--- config.mk ---
export PLATFORM = sky130hd
export DESIGN_NAME = acfl_top
export DESIGN_NICKNAME = d
export VERILOG_FILES = /design/src/include/acfl_pkg.sv /design/src/design/acfl_top.sv /design/src/design/acfl_l11_decode.sv
export VERILOG_INCLUDE_DIRS = /design/src /design/src/include
export SDC_FILE = /design/constraint.sdc
export NUM_CORES = 2
export LEC_CHECK = 0
export BUFFER_PORTS_ARGS = -buffer_cell sky130_fd_sc_hd__buf_2
export CORE_ASPECT_RATIO = 1.25
export CORE_UTILIZATION = 40
export DETAILED_ROUTE_END_ITERATION = 8
export MAX_ROUTING_LAYER = met4
export PLACE_DENSITY = 0.6
export SLEW_MARGIN = 10
export SYNTH_ARGS = -nofsm -noshare
export SYNTH_HDL_FRONTEND = slang
export SYNTH_SLANG_ARGS = --single-unit
--- constraint.sdc ---
create_clock -name CLK_I -period 14.8 [get_ports CLK_I]
set_input_delay 3.7 -clock CLK_I [delete_from_list [all_inputs] [get_ports CLK_I]]
set_output_delay 3.7 -clock CLK_I [all_outputs]
set_load 0.02 [all_outputs]
--- src/include/acfl_params.svh ---
`ifndef ACFL_PARAMS_SVH
`define ACFL_PARAMS_SVH

// Command codes of the three registers
`define ACFL_CMD_AVG_OC   8'he7
`define ACFL_CMD_AVG_UC   8'he8
`define ACFL_CMD_SETUP    8'he9

// Linear-11 field positions
`define ACFL_L11_EXP_HI   15
`define ACFL_L11_EXP_LO   11
`define ACFL_L11_MAN_HI   10
`define ACFL_L11_MAN_LO   0

// Setup byte layout and reset value
`define ACFL_SETUP_RESET  8'h01
`define ACFL_SETUP_WMASK  8'h07
`define ACFL_SETUP_GATE   2
`define ACFL_SETUP_BUSLVL 1
`define ACFL_SETUP_MID    0

// Fixed-point current: fraction bits, span limits in amperes
`define ACFL_FRAC_BITS    4
`define ACFL_OC_MAX_A     100
`define ACFL_UC_MIN_A     100

// Default limits as 0.8 times strap: exponent -3, mantissa 6.4 x amperes
`define ACFL_DEF_EXP      5'h1d
`define ACFL_DEF_NUM      64
`define ACFL_DEF_DEN      10

// Blanking time and clock period
`define ACFL_BLANK_NS     100
`define ACFL_CLK_NS       20
`define ACFL_BLANK_CYC    ((`ACFL_BLANK_NS + `ACFL_CLK_NS - 1) / `ACFL_CLK_NS)

`endif

--- src/include/acfl_pkg.sv ---
package acfl_pkg;

    // Host command port request
    typedef struct packed {
        logic        valid;
        logic        write;
        logic [7:0]  code;
        logic [15:0] data;
    } acfl_cmd_t;

    // Sampling phase of one switching period
    typedef enum logic [2:0] {
        ACFL_IDLE  = 3'b001,
        ACFL_BLANK = 3'b010,
        ACFL_SUM   = 3'b100
    } acfl_phase_t;

    // Whole state of the top module apart from the two reset synchronizer flip-flops
    typedef struct packed {
        logic               init_done;
        logic [15:0]        oc_word;
        logic [15:0]        uc_word;
        logic signed [31:0] oc_fix;
        logic signed [31:0] uc_fix;
        logic [7:0]         setup;
        acfl_phase_t        phase;
        logic [7:0]         blank_cnt;
        logic signed [39:0] sum;
        logic [15:0]        cnt;
        logic               oc_flag;
        logic               uc_flag;
        logic               oc_trip;
        logic               uc_trip;
        logic [15:0]        rd_data;
        logic               rd_valid;
        logic               wr_reject;
    } acfl_state_t;

endpackage

--- src/design/acfl_top.sv ---
`timescale 1ns/100ps
`default_nettype none
`include "acfl_params.svh"

module acfl_top
    import acfl_pkg::*;
#(
    parameter int BLANK_CYCLES = `ACFL_BLANK_CYC,
    parameter int SAMPLE_W     = 16
)
(
    // Clock and reset
    input  wire logic                CLK_I,
    input  wire logic                RESET_N_I,
    // Management command port
    input  wire logic                CMD_VALID_I,
    input  wire logic                CMD_WRITE_I,
    input  wire logic [7:0]          CMD_CODE_I,
    input  wire logic [15:0]         CMD_DATA_I,
    input  wire logic                CLEAR_FAULTS_I,
    output logic [15:0]              RD_DATA_O,
    output logic                     RD_VALID_O,
    output logic                     WR_REJECT_O,
    // Strap and current sensing
    input  wire logic [6:0]          STRAP_PEAK_OC_A_I,
    input  wire logic                SLOPE_DOWN_I,
    input  wire logic                PWM_HIGH_I,
    input  wire logic                SAMPLE_VALID_I,
    input  wire logic [SAMPLE_W-1:0] SAMPLE_I,
    // Fault status and response triggers
    output logic                     OC_FAULT_O,
    output logic                     UC_FAULT_O,
    output logic                     OC_TRIP_O,
    output logic                     UC_TRIP_O,
    // Setup outputs
    output logic                     GATE_REGULATOR_OFF_O,
    output logic                     BUS_INPUT_LEVEL_SELECT_O,
    output logic                     PWM_MIDDLE_LEVEL_SELECT_O
);

    acfl_state_t        s_q;
    acfl_state_t        s_d;
    acfl_cmd_t          cmd;
    logic               rst_meta_q;
    logic               rst_n_q;
    logic signed [31:0] wr_fix;
    logic               wr_oc_ok;
    logic               wr_uc_ok;
    logic               in_interval;
    logic signed [55:0] oc_prod;
    logic signed [55:0] uc_prod;
    logic signed [55:0] sum_ext;
    logic [15:0]        def_man;
    logic [15:0]        def_oc_word;
    logic [15:0]        def_uc_word;
    logic signed [31:0] def_oc_fix;
    logic signed [31:0] def_uc_fix;

    // Reset release through two flip-flops
    always_ff @(posedge CLK_I or negedge RESET_N_I)
    begin
        if (!RESET_N_I)
        begin
            rst_meta_q <= 1'b0;
            rst_n_q    <= 1'b0;
        end
        else
        begin
            rst_meta_q <= 1'b1;
            rst_n_q    <= rst_meta_q;
        end
    end

    // Bundle the command port
    assign cmd = '{valid: CMD_VALID_I, write: CMD_WRITE_I, code: CMD_CODE_I, data: CMD_DATA_I};

    // Decode and range-check the incoming limit word
    acfl_l11_decode u_decode (
        .word_i  (cmd.valid & cmd.write),
        .l11_i   (cmd.data),
        .fix_o   (wr_fix),
        .oc_ok_o (wr_oc_ok),
        .uc_ok_o (wr_uc_ok)
    );

    // Default limits from the strap, exponent -3
    assign def_man     = 16'((32'(STRAP_PEAK_OC_A_I) * `ACFL_DEF_NUM + `ACFL_DEF_DEN / 2) / `ACFL_DEF_DEN);
    assign def_oc_word = {`ACFL_DEF_EXP, def_man[10:0]};
    assign def_uc_word = {`ACFL_DEF_EXP, 11'(-def_man)};
    assign def_oc_fix  = 32'(def_man) <<< 1;
    assign def_uc_fix  = -(32'(def_man) <<< 1);

    // Sensed interval follows the selected slope
    assign in_interval = SLOPE_DOWN_I ? ~PWM_HIGH_I : PWM_HIGH_I;

    // Average above or below a limit, compared without dividing
    assign sum_ext = 56'(s_q.sum);
    assign oc_prod = 56'(s_q.oc_fix) * $signed({40'h0, s_q.cnt});
    assign uc_prod = 56'(s_q.uc_fix) * $signed({40'h0, s_q.cnt});

    // Next-state logic
    always_comb
    begin
        s_d           = s_q;
        s_d.oc_trip   = 1'b0;
        s_d.uc_trip   = 1'b0;
        s_d.rd_valid  = 1'b0;
        s_d.wr_reject = 1'b0;

        // Catch the strap once after reset release
        if (!s_q.init_done)
        begin
            s_d.init_done = 1'b1;
            s_d.oc_word   = def_oc_word;
            s_d.oc_fix    = def_oc_fix;
            s_d.uc_word   = def_uc_word;
            s_d.uc_fix    = def_uc_fix;
        end

        // Register writes and reads
        if (cmd.valid && cmd.write)
        begin
            unique case (cmd.code)
                `ACFL_CMD_AVG_OC:
                begin
                    if (wr_oc_ok)
                    begin
                        s_d.oc_word = cmd.data;
                        s_d.oc_fix  = wr_fix;
                    end
                    else
                    begin
                        s_d.wr_reject = 1'b1;
                    end
                end
                `ACFL_CMD_AVG_UC:
                begin
                    if (wr_uc_ok)
                    begin
                        s_d.uc_word = cmd.data;
                        s_d.uc_fix  = wr_fix;
                    end
                    else
                    begin
                        s_d.wr_reject = 1'b1;
                    end
                end
                `ACFL_CMD_SETUP:
                begin
                    s_d.setup = cmd.data[7:0] & `ACFL_SETUP_WMASK;
                end
                default:
                begin
                    s_d.wr_reject = 1'b1;
                end
            endcase
        end
        else if (cmd.valid)
        begin
            s_d.rd_valid = 1'b1;
            unique case (cmd.code)
                `ACFL_CMD_AVG_OC: s_d.rd_data = s_q.oc_word;
                `ACFL_CMD_AVG_UC: s_d.rd_data = s_q.uc_word;
                `ACFL_CMD_SETUP:  s_d.rd_data = {8'h00, s_q.setup};
                default:          s_d.rd_data = 16'h0000;
            endcase
        end

        // Sampling sequence over one switching period
        unique case (s_q.phase)
            ACFL_IDLE:
            begin
                if (in_interval)
                begin
                    s_d.sum       = '0;
                    s_d.cnt       = '0;
                    s_d.blank_cnt = 8'(BLANK_CYCLES - 1);
                    s_d.phase     = ACFL_BLANK;
                end
            end
            ACFL_BLANK:
            begin
                if (!in_interval)
                begin
                    s_d.phase = ACFL_IDLE;
                end
                else if (s_q.blank_cnt == 8'h00)
                begin
                    s_d.phase = ACFL_SUM;
                end
                else
                begin
                    s_d.blank_cnt = s_q.blank_cnt - 8'h01;
                end
            end
            ACFL_SUM:
            begin
                if (!in_interval)
                begin
                    s_d.phase = ACFL_IDLE;
                    if (s_q.cnt != 16'h0000)
                    begin
                        s_d.oc_trip = (sum_ext > oc_prod);
                        s_d.uc_trip = (sum_ext < uc_prod);
                    end
                end
                else if (SAMPLE_VALID_I && s_q.cnt != 16'hffff)
                begin
                    s_d.sum = s_q.sum + 40'($signed(SAMPLE_I));
                    s_d.cnt = s_q.cnt + 16'h0001;
                end
            end
        endcase

        // Sticky flags, a new trip wins over the clear
        if (CLEAR_FAULTS_I)
        begin
            s_d.oc_flag = 1'b0;
            s_d.uc_flag = 1'b0;
        end
        if (s_d.oc_trip)
        begin
            s_d.oc_flag = 1'b1;
        end
        if (s_d.uc_trip)
        begin
            s_d.uc_flag = 1'b1;
        end
    end

    // State register
    always_ff @(posedge CLK_I or negedge rst_n_q)
    begin
        if (!rst_n_q)
        begin
            s_q           <= '0;
            s_q.setup     <= `ACFL_SETUP_RESET;
            s_q.phase     <= ACFL_IDLE;
        end
        else
        begin
            s_q <= s_d;
        end
    end

    // Outputs straight from the state register
    assign RD_DATA_O                 = s_q.rd_data;
    assign RD_VALID_O                = s_q.rd_valid;
    assign WR_REJECT_O               = s_q.wr_reject;
    assign OC_FAULT_O                = s_q.oc_flag;
    assign UC_FAULT_O                = s_q.uc_flag;
    assign OC_TRIP_O                 = s_q.oc_trip;
    assign UC_TRIP_O                 = s_q.uc_trip;
    assign GATE_REGULATOR_OFF_O      = s_q.setup[`ACFL_SETUP_GATE];
    assign BUS_INPUT_LEVEL_SELECT_O  = s_q.setup[`ACFL_SETUP_BUSLVL];
    assign PWM_MIDDLE_LEVEL_SELECT_O = s_q.setup[`ACFL_SETUP_MID];

endmodule
`default_nettype wire

--- src/design/acfl_l11_decode.sv ---
`timescale 1ns/100ps
`default_nettype none
`include "acfl_params.svh"

module acfl_l11_decode
    import acfl_pkg::*;
(
    // Linear-11 word in
    input  wire logic        word_i,
    input  wire logic [15:0] l11_i,
    // Fixed-point value and span checks
    output logic signed [31:0] fix_o,
    output logic               oc_ok_o,
    output logic               uc_ok_o
);

    logic signed [4:0]  exp_s;
    logic signed [10:0] man_s;
    logic signed [6:0]  shift_s;
    logic               ovf;

    // Split the word into exponent and mantissa
    assign exp_s = $signed(l11_i[`ACFL_L11_EXP_HI:`ACFL_L11_EXP_LO]);
    assign man_s = $signed(l11_i[`ACFL_L11_MAN_HI:`ACFL_L11_MAN_LO]);
    assign shift_s = 7'(exp_s) + 7'(`ACFL_FRAC_BITS);

    // Scale mantissa by two to the exponent into fixed point
    always_comb
    begin
        ovf   = 1'b0;
        fix_o = 32'(man_s);
        if (shift_s >= 7'sd0)
        begin
            if (shift_s > 7'sd16 && man_s != 11'sd0)
            begin
                ovf = 1'b1;
            end
            else
            begin
                fix_o = 32'(man_s) <<< shift_s[4:0];
            end
        end
        else
        begin
            fix_o = 32'(man_s) >>> 5'(-shift_s);
        end
    end

    // Accept only values inside each limit's span
    assign oc_ok_o = word_i & ~ovf & (fix_o >= 0) &
                     (fix_o <= (`ACFL_OC_MAX_A <<< `ACFL_FRAC_BITS));
    assign uc_ok_o = word_i & ~ovf & (fix_o <= 0) &
                     (fix_o >= -(`ACFL_UC_MIN_A <<< `ACFL_FRAC_BITS));

endmodule
`default_nettype wire

# After elaboration in Yosys (flattened, before gate mapping)
# Cells that the tools add are included.
totals:
  word_cells: 118
  in_bits: 55
  ff_bits: 191
op_classes:
  shifts: 2
  magnitude_cmp: 8
  mul: 2
  div_mod_pow: 1
  reduce_logical: 15
  muxes: 40
  bitwise: 9
  eq_ne: 14
  n_addsub: 8
op_table:
  columns: ["op", "n"]
  rows:
  - ["$mux W32", 6]
  - ["$mux W56", 2]
  - ["$pmux W56 S2", 1]
  - ["$mux W104", 1]
  - ["$mul A32 B17 Y49", 2]
  - ["$mux W96", 1]
  - ["$mux W67", 1]
  - ["$mux W16", 4]
  - ["$gt A40 B49 Y1", 1]
  - ["$lt A40 B49 Y1", 1]
  - ["$pmux W16 S3", 1]
  - ["$add A40 B16 Y40", 1]
  - ["$div A32 B4 Y32 const B", 1]
  - ["$ge A32 B1 Y1 const B", 1]
  - ["$ge A32 B12 Y1 const B", 1]
  - ["$le A32 B1 Y1 const B", 1]
  - ["$le A32 B12 Y1 const B", 1]
  - ["$neg A17 Y32", 1]
  - ["$sshl A11 B5 Y32", 1]
  - ["$sshr A11 B5 Y32", 1]
  - ["$eq A8 B8 Y1 const B", 3]
  - ["$add A16 B1 Y16 const B", 1]
  - ["$mux W8", 2]
  - ["$ne A16 B16 Y1 const B", 1]
  - ["28 further kinds", 62]

# Depth between registers and ports, before layout
logic_depth:
  word_depth: 12
  mapped_depth: 44

# Cells and area by module
# From an unflattened synthesis, not the netlist that was laid out.
unflattened:
  hier_cells: 5973
  area_unflattened_um2: 51678.3
modules_own_cells:
  columns: ["module", "instances", "seq_area_each_um2", "area_per_inst_um2", "cells_per_inst"]
  rows:
  - ["acfl_top", 1, 4782.1, 49217.2, 5634]
  - ["acfl_l11_decode", 1, 0.0, 2461.1, 339]

# Worst setup path after synthesis
# Ideal clock, no wire load.
synth_timing:
  kind: "in2reg"
  start: "in STRAP_PEAK_OC_A_I[5]"
  end: "reg s_q[106] in the netlist's numbering"
  setup_slack_ns: 2.992
  setup_ns: 0.148
  arrival_time_ns: 11.660
  path_stages: 40
  cell_sequence: "nor2_1 > inv_1 > ha_1 > buf_2 > nor2b_1 > a32o_1 > a211oi_4 > nor2_2 > a211oi_4 > and2_1 > buf_4 > o211ai_4 > and2_4 > buf_6 > and2_0 > xnor2_1 > inv_1 > ha_1 > [4 not listed] > a21boi_2 > ha_1 > nor2_1 > nand2_1 > a21o_1 > nor3_4 > inv_1 > ha_1 > nor2_1 > and2_1 > nand3_1 > a311oi_4 > ha_1 > nand3_1 > nor3_1 > mux2_2 > a21oi_1 > a22oi_1"
synth_lines:
  columns: ["item", "line_no", "source"]
  rows:
  - ["start, declared", "acfl_top.sv:25", "input wire logic [6:0] STRAP_PEAK_OC_A_I,"]
  - ["end, declared", "acfl_top.sv:41", "acfl_state_t s_q;"]

==> key figures <==
STA
  • PnR worst setup slack: 1430 ps
  • Slew @ Worst Pin: 1210 ps
  • Final setup fails: 0
  • FMAX: 74.8 MHz
  • Setup Skew: 20.1 ps
  • Slew margin rel.: 18.9%
  • Setup TNS: 0 ps
  • RSZ-0062 raised after global routing: no
  • Slew Viols, Final: 0
  • Fin crit share: 90.4%
  • Final hold vios: 0
  • Final Critical Period: 13370 ps

Worst setup path
  • Worst setup SP type: input port
  • Kind of critical path: input port to flip-flop
  • Critical path fanouts, max: 23
  • Slowest stage delay, CP: 630 ps
  • Buf/Inv on CP: 4
  • CP delay by family, top: simple AND/OR/NAND/NOR gates
  • Crit. End Element: flip-flop
  • Top cell by count, worst path: ha_1
  • Data arrival, critical path: 13710 ps
  • CP max-delay cell: xnor2_1
  • Req. time, crit path: 15130 ps

Placement
  • I/O Buffers: 79
  • Final Wtd Congestion: 0.868
  • Post-DP Area: 52100 sq um
  • Pre-CTS setup slack: 1010 ps
  • Detailed placer's ending HPWL: 108000 microns

Final layout
  • Most common cell after layout, fill and taps aside: inv_1
  • Layout Nets: 7057
  • Layout cells sized above 1: 4.48%
  • Ant diodes: 0
  • Area delta synth->final: 4.24%
  • Post-route cell area: 52700 sq um
  • Most frequent cells in the layout: inv_1, fa_1, nand2_1, and2_1, ha_1

CTS
  • CTS Sinks: 191
  • Root Driver: clkbuf_16
  • Clock latency on the worst-skew pair: 520 ps
  • CTS tree: yes
  • CTS Hold Bufs: 0
  • Post-cts sizing count: 0
  • H-tree lvl count: 4
  • TritonCTS Buffers: 17
  • Post-CTS Setup Repair Bufs: 0
  • Clock-pin slew on the worst setup and hold paths: 90 ps
  • Longest Clk Path Bufs: 2

Floorplan
  • Cell Rows: 145
  • Die area: 128000 sq um
  • # IOs: 80
  • Horiz. Die Dim: 320 microns
  • Die Span Y: 400 microns
  • Core Region: 125000 sq um
  • Starting Density: 40.4%

Synth
  • Largest family of logic cells by synthesized area: adder cells
  • Compound-gate portion of the synthesized area: 9.62%
  • Synth Register Bits: 191
  • Ys flop type: dfrtp_1
  • Syn avg cell area: 8.74 sq um
  • XOR/XNOR share of the synthesized area: 3.03%
  • Yosys Warn Count: 0
  • Simple-gate portion of the synthesized area: 17.1%
  • Synth Instances: 5791
  • Synth Cell Area: 50600 sq um
  • Mux cell area share after synthesis: 1.53%
  • Sequential element share of the synthesized area: 9.45%
  • Number of enable flip-flop cells after synthesis: 0
  • Synth async-reset ratio: 100%
  • Adder-cell share of the synthesized area: 48.4%
  • Distinct cells, synth: 104

Routing
  • Vias/cell: 5.33
  • DRC: 0
  • WL final: 138000 microns
  • Wire length per cell: 19.0 microns
  • Drt initial violations: 2109
  • Vias: 38710
  • First-pass DRT Iterations: 5
  • Antenna viol nets, final: 0

Job
  • Max_cap viols: 0

Outcome
  • Status: finished clean

Global routing
  • Gr usage total: 23.1%
  • First-pass GRT wire length: 226000 microns
  • Number of global-route vias before repair: 41420
  • Grt total ovfl: 0
  • Largest net degree at the start of global routing: 81
  • Initial antenna violation count: 1

Worst hold path
  • Worst hold path class: flip-flop to flip-flop

Power and ir drop
  • PD cells: 70.8 nW/um^2
  • Max IR drop VDD: 85.5 uV
  • Static leakage: 0.0247 uW
  • Power, Total: 3730 uW
[power by group]
part           internal [uW]  total [uW]  switching [uW]
sequential               594         761             167
combinational            988        2470            1480
clock                    231         501             270
[metal layers]
layer / global-route usage [%] / wire length, microns / vias up
li1: - / - / 17591
met1: 28.0 / 56000 / 19987
met2: 40.6 / 71700 / 922
met3: 1.71 / 5410 / 210
met4: 8.05 / 4580 / 0
met5: - / 0 / -
[flip-flops by register name (all words and copies together) (netlist names)]
| name | cells |
|---|---|
| BUS_INPUT_LEVEL_SELECT_O | 1 |
| GATE_REGULATOR_OFF_O | 1 |
| OC_FAULT_O | 1 |
| OC_TRIP_O | 1 |
| PWM_MIDDLE_LEVEL_SELECT_O | 1 |
| RD_DATA_O | 16 |
| RD_VALID_O | 1 |
| UC_FAULT_O | 1 |
| UC_TRIP_O | 1 |
| WR_REJECT_O | 1 |
| rst_meta_q | 1 |
| rst_n_q | 1 |
| s_q | 164 |
[cell usage after synthesis, types with 7 or more instances]
cell type  instances  share of area (%)
inv_1           1144                8.5
o311ai_0           8               0.14
clkbuf_1         253                1.9
and3_1            35               0.43
nand2b_1          43               0.53
o21bai_1          25               0.37
o21a_1            31               0.46
o31ai_1           15               0.22
a211oi_1          23               0.34
nor3_1            52               0.51
or3_1             21               0.26
dfrtp_1          189                9.3
a21o_1            77                1.1
nor4_1            19               0.23
buf_4             19               0.28
nand2_1          837                6.2
nor2b_1           35               0.43
fa_1             979                 39
xor2_1            73                1.3
mux2i_1           39               0.77
a21oi_1          214                2.1
mux4_2            10               0.45
o21ai_0          192                1.9
ha_1             388                9.6
or2_2             16               0.20
nand3_1           93               0.92
xnor2_1           92                1.6
a22oi_1           21               0.31
o22ai_1            7              0.087
nor2_1           181                1.3
buf_1              8              0.059
buf_2             11               0.11
mux2_2            14               0.31
a31oi_1           23               0.28
nand4_1           40               0.49
o211ai_1          12               0.18
and2_1           402                5.0
[area by class of cell]
class | count | area, sq um
Timing Repair Buffer | 117 | 681
Multi-Input combinational cell | 4161 | 40300
Fill cell | 12447 | 72400
Clock buffer | 18 | 429
Sequential cell | 191 | 4810
Inverter | 1147 | 4310
Clock inverter | 14 | 179
Tap cell | 1617 | 2020
[cell families after synthesis]
logic type / after synthesis
AND/OR/NAND/NOR: 1806
AO/OA/AOI/OAI: 752
adder cells (fa/ha/maj): 1369
multiplexers: 63
other: 1
XOR/XNOR: 169
buffers and inverters: 1440
flip-flops: 191
[through the flow]
stage | utilization [%] | instances | hold slack (ps)
4_1_cts | 42.1 | 7265 | 369
2_1_floorplan | - | 5792 | 331
5_1_grt | 42.1 | 7265 | 385
3_3_place_gp | 41.6 | 7233 | 336
3_5_place_dp | 41.6 | 7233 | 337
6_report | 42.1 | 7265 | 368
[worst paths after layout]
path / endpoint / depth (start not counted) / from / slack, ps
setup / recovery: s_q[106]$_DFF_PN0_ / 38 / STRAP_PEAK_OC_A_I[4] / 1430
hold / removal: rst_n_q$_DFF_PN0_ / 0 / rst_meta_q$_DFF_PN0_ / 370
setup reg to reg: OC_FAULT_O$_DFFE_PN0P_ / 35 / s_q[29]$_DFFE_PN0P_ / 4100
hold reg to reg: rst_n_q$_DFF_PN0_ / 0 / rst_meta_q$_DFF_PN0_ / 370
max in group asynchronous: rst_n_q$_DFF_PN0_ / 1 / RESET_N_I / 11750
min in group asynchronous: BUS_INPUT_LEVEL_SELECT_O$_DFFE_PN0P_ / 0 / rst_n_q$_DFF_PN0_ / 450
[worst register-to-register path, delay by kind of cell, from the launching register on]
kind,cells,cell delay (ps)
flip-flops,1,920
XOR/XNOR,1,220
buffers and inverters,5,850
adder cells (fa/ha/maj),8,3780
AO/OA/AOI/OAI,16,4050
AND/OR/NAND/NOR,5,780
(Power assumes the default switching activity.)
